File: src/hdl/plrs_pkg.sv
// Package with the counts and state encoding of the lock and reset stretcher.
package plrs_pkg;

  // Primary output cycles that the reset/lock output is held low after a request or lock.
  localparam int unsigned STRETCH_CYCLES = 1024;
  // The same interval expressed in reference input periods.
  localparam int unsigned STRETCH_REF_CYCLES = 512;
  // Width of the stretch counter.
  localparam int unsigned COUNT_W = 11;
  // Least low time of the reset request while locked, in ns.
  localparam int unsigned REQ_MIN_LOW_NS = 10;
  // Clock period in ns.
  localparam int unsigned CLOCK_PERIOD_NS = 4;
  // Least low time rounded up to whole clock cycles.
  localparam int unsigned REQ_MIN_LOW_CYCLES = (REQ_MIN_LOW_NS + CLOCK_PERIOD_NS - 1) / CLOCK_PERIOD_NS;

  // Output state, Gray coded along unlocked, hold, count, released.
  typedef enum logic [1:0] {
    PLRS_WAIT  = 2'b00,
    PLRS_HOLD  = 2'b01,
    PLRS_COUNT = 2'b11,
    PLRS_IDLE  = 2'b10
  } plrs_state_t;

endpackage

File: src/hdl/plrs_stretcher.sv
// Reset-pulse stretcher and lock indicator driving an open-drain active-low reset output.
`timescale 1ns/1ps
`default_nettype none

module plrs_stretcher
  import plrs_pkg::*;
#(
  parameter int unsigned STRETCH = STRETCH_CYCLES
) (
  input  wire logic clock,
  input  wire logic rst,
  input  wire logic q_tick,
  input  wire logic pll_locked,
  input  wire logic reset_req_n,
  output var  logic reset_out_oe,
  output var  logic reset_out_o,
  output var  logic lock_released
);

  // Two-stage synchronisers for the asynchronous request pin and the lock level.
  logic       req_s1;
  logic       req_s2;
  logic       lock_s1;
  logic       lock_s2;
  logic       req_prev;

  // The request stages reset to the idle high level of the pin, so no false rising edge follows reset.
  always_ff @(posedge clock) begin
    if (rst) begin
      req_s1   <= 1'b1;
      req_s2   <= 1'b1;
      lock_s1  <= 1'b0;
      lock_s2  <= 1'b0;
      req_prev <= 1'b1;
    end else begin
      req_s1   <= reset_req_n;
      req_s2   <= req_s1;
      lock_s1  <= pll_locked;
      lock_s2  <= lock_s1;
      req_prev <= req_s2;
    end
  end

  logic req_rise;
  assign req_rise = req_s2 && !req_prev;

  plrs_state_t          state;
  plrs_state_t          next_state;
  logic [COUNT_W-1:0]   count;
  logic [COUNT_W-1:0]   next_count;
  logic                 next_oe;

  // The counter only sees primary-output ticks, so the clocks themselves are never gated here.
  always_comb begin
    next_state = state;
    next_count = count;
    case (state)
      PLRS_WAIT: begin
        // Output held low until lock; an early low request keeps it there.
        if (lock_s2 && req_s2) begin
          next_state = PLRS_COUNT;
          next_count = '0;
        end else if (lock_s2) begin
          next_state = PLRS_HOLD;
        end
      end
      PLRS_HOLD: begin
        // Request still low: keep the output low, counter parked at zero.
        next_count = '0;
        if (req_s2) begin
          next_state = PLRS_COUNT;
        end
      end
      PLRS_COUNT: begin
        if (!req_s2) begin
          next_state = PLRS_HOLD;
          next_count = '0;
        end else if (req_rise) begin
          next_count = '0;
        end else if (q_tick) begin
          if (count == COUNT_W'(STRETCH - 1)) begin
            next_state = PLRS_IDLE;
            next_count = '0;
          end else begin
            next_count = count + COUNT_W'(1);
          end
        end
      end
      PLRS_IDLE: begin
        // Released; a low request after lock starts a new reset pulse.
        if (!req_s2) begin
          next_state = PLRS_HOLD;
        end else if (!lock_s2) begin
          next_state = PLRS_WAIT;
        end
      end
      default: begin
        next_state = PLRS_WAIT;
        next_count = '0;
      end
    endcase
    next_oe = (next_state != PLRS_IDLE);
  end

  // Registers of the state, count and the open-drain enable.
  always_ff @(posedge clock) begin
    if (rst) begin
      state         <= PLRS_WAIT;
      count         <= '0;
      reset_out_oe  <= 1'b1;
      lock_released <= 1'b0;
    end else begin
      state         <= next_state;
      count         <= next_count;
      reset_out_oe  <= next_oe;
      lock_released <= !next_oe;
    end
  end

  // Open-drain: the pin only ever drives low.
  always_ff @(posedge clock) begin
    reset_out_o <= 1'b0;
  end
endmodule

`default_nettype wire

File: config.mk
export PLATFORM = sky130hd
export DESIGN_NAME = plrs_stretcher
export DESIGN_NICKNAME = d
export VERILOG_FILES = /design/src/hdl/plrs_pkg.sv /design/src/hdl/plrs_stretcher.sv
export SDC_FILE = /design/constraint.sdc
export NUM_CORES = 1
export LEC_CHECK = 0
export ABC_AREA = 1
export ABC_CLOCK_PERIOD_IN_PS = 3200
export BUFFER_PORTS_ARGS = -buffer_cell sky130_fd_sc_hd__buf_2
export CORE_ASPECT_RATIO = 1.1
export CORE_MARGIN = 2
export CORE_UTILIZATION = 40
export DETAILED_ROUTE_END_ITERATION = 8
export PLACE_DENSITY = 0.65
export SLEW_MARGIN = 5
export SYNTH_ARGS = -nofsm -noshare
export SYNTH_HDL_FRONTEND = slang
export SYNTH_SLANG_ARGS = --single-unit
File: constraint.sdc
create_clock -name clock -period 3.2 [get_ports clock]
set_input_delay 0.16 -clock clock [delete_from_list [all_inputs] [get_ports clock]]
set_output_delay 0.16 -clock clock [all_outputs]
set_load 0.005 [all_outputs]
==> summary.txt <==
Finish
  • Layout Nets: 148
  • Post-route design area: 1067 um^2
  • # diodes: 0
  • Area Overhead vs Synth: 9.922%
  • Layout cell share with drive strength beyond 1: 0.1915

CTS
  • CTS tree: yes
  • # resized after CTS: 0
  • Num CTS Buffers: 3
  • Htree depth: 1
  • Root Buffer: clkbuf_4
  • CTS sink count: 20
  • Max clock buf depth: 2
  • Clock Latency Late Sink: 0.29 ns
  • Clock transition at path regs: 0.11 ns
  • Hold_buf cts: 0
  • Post-CTS Setup Inserts: 0

Synthesis
  • Post-synth top cells: nor2_1, nand2_1, dfxtp_1, inv_1, nand3_1
  • Post-synth top area cell: dfxtp_1
  • FF+latch count, synth: 20
  • Number of flops mapped to enable cells by yosys: 0
  • Mean post-synth cell area: 7.356 um^2
  • Yosys top cell area share: 0.4124
  • Mapped Cells: 132
  • Post-synthesis sequential area ratio: 0.4124
  • Top-count cell post-synth: nor2_1
  • Syn nets: 138
  • Post-Syn Area: 970.9 um^2
  • Dominant synthesized flop cell: dfxtp_1
  • Async set-reset flop share out of synthesis: 0
  • YS warnings: 0
  • Area contributors post-synth: dfxtp_1, nor2_1, nand2_1
  • Unique masters post-synth: 26

Timing
  • Tcrit/Tclk final: 0.4527
  • Slew Limit Fails: 0
  • Final setup fails: 0
  • RSZ-0062 raised after global routing: false
  • Setup TNS: 0 ns
  • Period minus WS final: 1.448 ns
  • Fmax: 0.6904 GHz
  • Final clock skew: 0.001227 ns
  • Final Hold Vio Count: 0
  • Final worst-path setup slack: 1.752 ns

Routing
  • DRC viols: 0
  • DR pass1 iterations: 4
  • Post-Route WL: 1.697 mm
  • Post-route ant nets: 0
  • Vias: 808
  • Wire per inst: 9.924 um
  • Vias per cell: 4.725
  • Initial drt markers: 12

Power and ir drop
  • Leakage: 0.0004566 uW
  • Peak VDD IR: 0.2726 mV
  • PD cells: 450.7 nW/um^2

Worst setup path
  • Worst path slowest cell: dfxtp_1
  • Reg2reg end: count[5]
  • R2R cell count: 8
  • Crit end category: flip-flop
  • CP bufs+invs: 0
  • CP Cell Sequence: ha_1 > nand2_1 > nor2_2 > nand3_1 > nand2_2 > nand2_2 > nand2_4 > nor2_1
  • CP max FO: 7
  • Worst setup path end: count[5]
  • CP delay by family, top: simple AND/OR/NAND/NOR gates
  • Most used cell, CP: nand2_2
  • Worst flop-to-flop path startpoint: count[0]
  • Startpoint types: flip-flop
  • Arrival time worst endpoint: 1.65 ns
  • Crit path launch: count[0]
  • Slowest stage delay, CP: 0.38 ns
  • R2R Setup Slk: 1.75 ns
  • Data required, critical path: 3.40 ns
  • CP Class: flip-flop to flip-flop
  • WP depth: 8

Placed design
  • Post-place setup slack: 1.772 ns
  • Dpl hpwl: 1.350 mm
  • DP Area: 1031 um^2
  • Gp weighted congestion: 0.8391
  • Port bufs: 6

Floorplanning
  • Die extent in x: 50.98 um
  • Core area: 2275 um^2
  • Top Ports: 8
  • Die H: 55.68 um
  • Die Area: 2838 um^2
  • Starting Density: 0.4268
  • Core Rows: 18

Min path
  • Worst hold path type: input port to flip-flop

GRT
  • Vias in the first global route: 770
  • Gr usage total: 0.1366
  • Largest net degree at the start of global routing: 12
  • First-pass GRT wire length: 3.056 mm
  • GRT overflow: 0
  • Antenna violations before repair: 0

Flow run
  • Max cap viols: 0

Run status
  • Status: completed
[stage by stage]
step | power, uW | instances | util | hold slack (ns)
global route | 505.1 | 171 | 0.4692 | 0.03783
CTS | 487.9 | 171 | 0.4692 | 0.03202
global placement | 340.9 | 167 | 0.4532 | 0.3479
finish | 481.0 | 171 | 0.4692 | 0.04059
floorplan | 326.7 | 132 | - | 0.2291
detailed placement | 343.0 | 167 | 0.4532 | 0.3513
[worst min path at each step]
| stage | start | to | depth (start not counted) |
|---|---|---|---|
| 2_1_floorplan | rst | state[0] | 1 |
| 3_3_place_gp | reset_req_n | req_s1 | 2 |
| 3_5_place_dp | reset_req_n | req_s1 | 2 |
| 4_1_cts | reset_req_n | req_s1 | 2 |
| 5_1_grt | reset_req_n | req_s1 | 2 |
| 6_report | reset_req_n | req_s1 | 2 |
[sequential cells by signal (all words and copies together), names as in the netlist]
name / cells
lock_s2: 1
reset_out_oe: 1
req_s2: 1
req_prev: 1
count: 11
state: 2
lock_released: 1
req_s1: 1
lock_s1: 1
[where the power goes]
group / switching, uW / internal, uW / total [uW]
combinational: 47.3 / 24.7 / 72.0
clock: 74.9 / 69.3 / 144
sequential: 6.25 / 259 / 265
[cell usage in the layout (no fill, tap or decap)]
cell type	n
nand3_1	8
nand2_2	4
o21ai_0	5
nor2_2	1
o21ai_1	1
a21oi_4	1
nand2_1	24
conb_1	1
o22ai_1	1
nand4_1	4
dfxtp_1	20
a21oi_2	2
buf_2	6
clkbuf_4	3
or2_2	2
or2_1	1
inv_6	1
ha_1	1
nor2_4	1
nand2_4	3
nand2_8	1
nor2_1	25
xor2_1	1
a21oi_1	1
inv_1	20
clkbuf_8	1
nor3_2	1
nor3_1	1
[cell families (layout without fill, tap and decap cells)]
kind of cell | after synthesis | count (layout) | synth area share
compound gates | 11 | 11 | 0.07732
xor+xnor | 1 | 1 | 0.009022
fa+ha+maj | 1 | 1 | 0.01288
buf+inv | 22 | 31 | 0.09407
flops | 20 | 20 | 0.4124
other cells | 1 | 1 | 0.003862
simple gates | 76 | 76 | 0.3905
[metal layers]
layer,routed length (um),GRT usage
met1,801,0.1709
met2,820,0.2208
met3,39,0.03226
met4,35,0.05792
met5,0,0
[cell type report]
class | count | area (um^2)
Timing Repair Buffer | 6 | 30.03
Clock buffer | 4 | 36.28
Fill cell | 246 | 1207
Sequential cell | 20 | 400.4
Inverter | 21 | 83.83
Multi-Input combinational cell | 90 | 479.2
Tap cell | 30 | 37.54
Note: power is estimated with default switching activity, not from simulation.
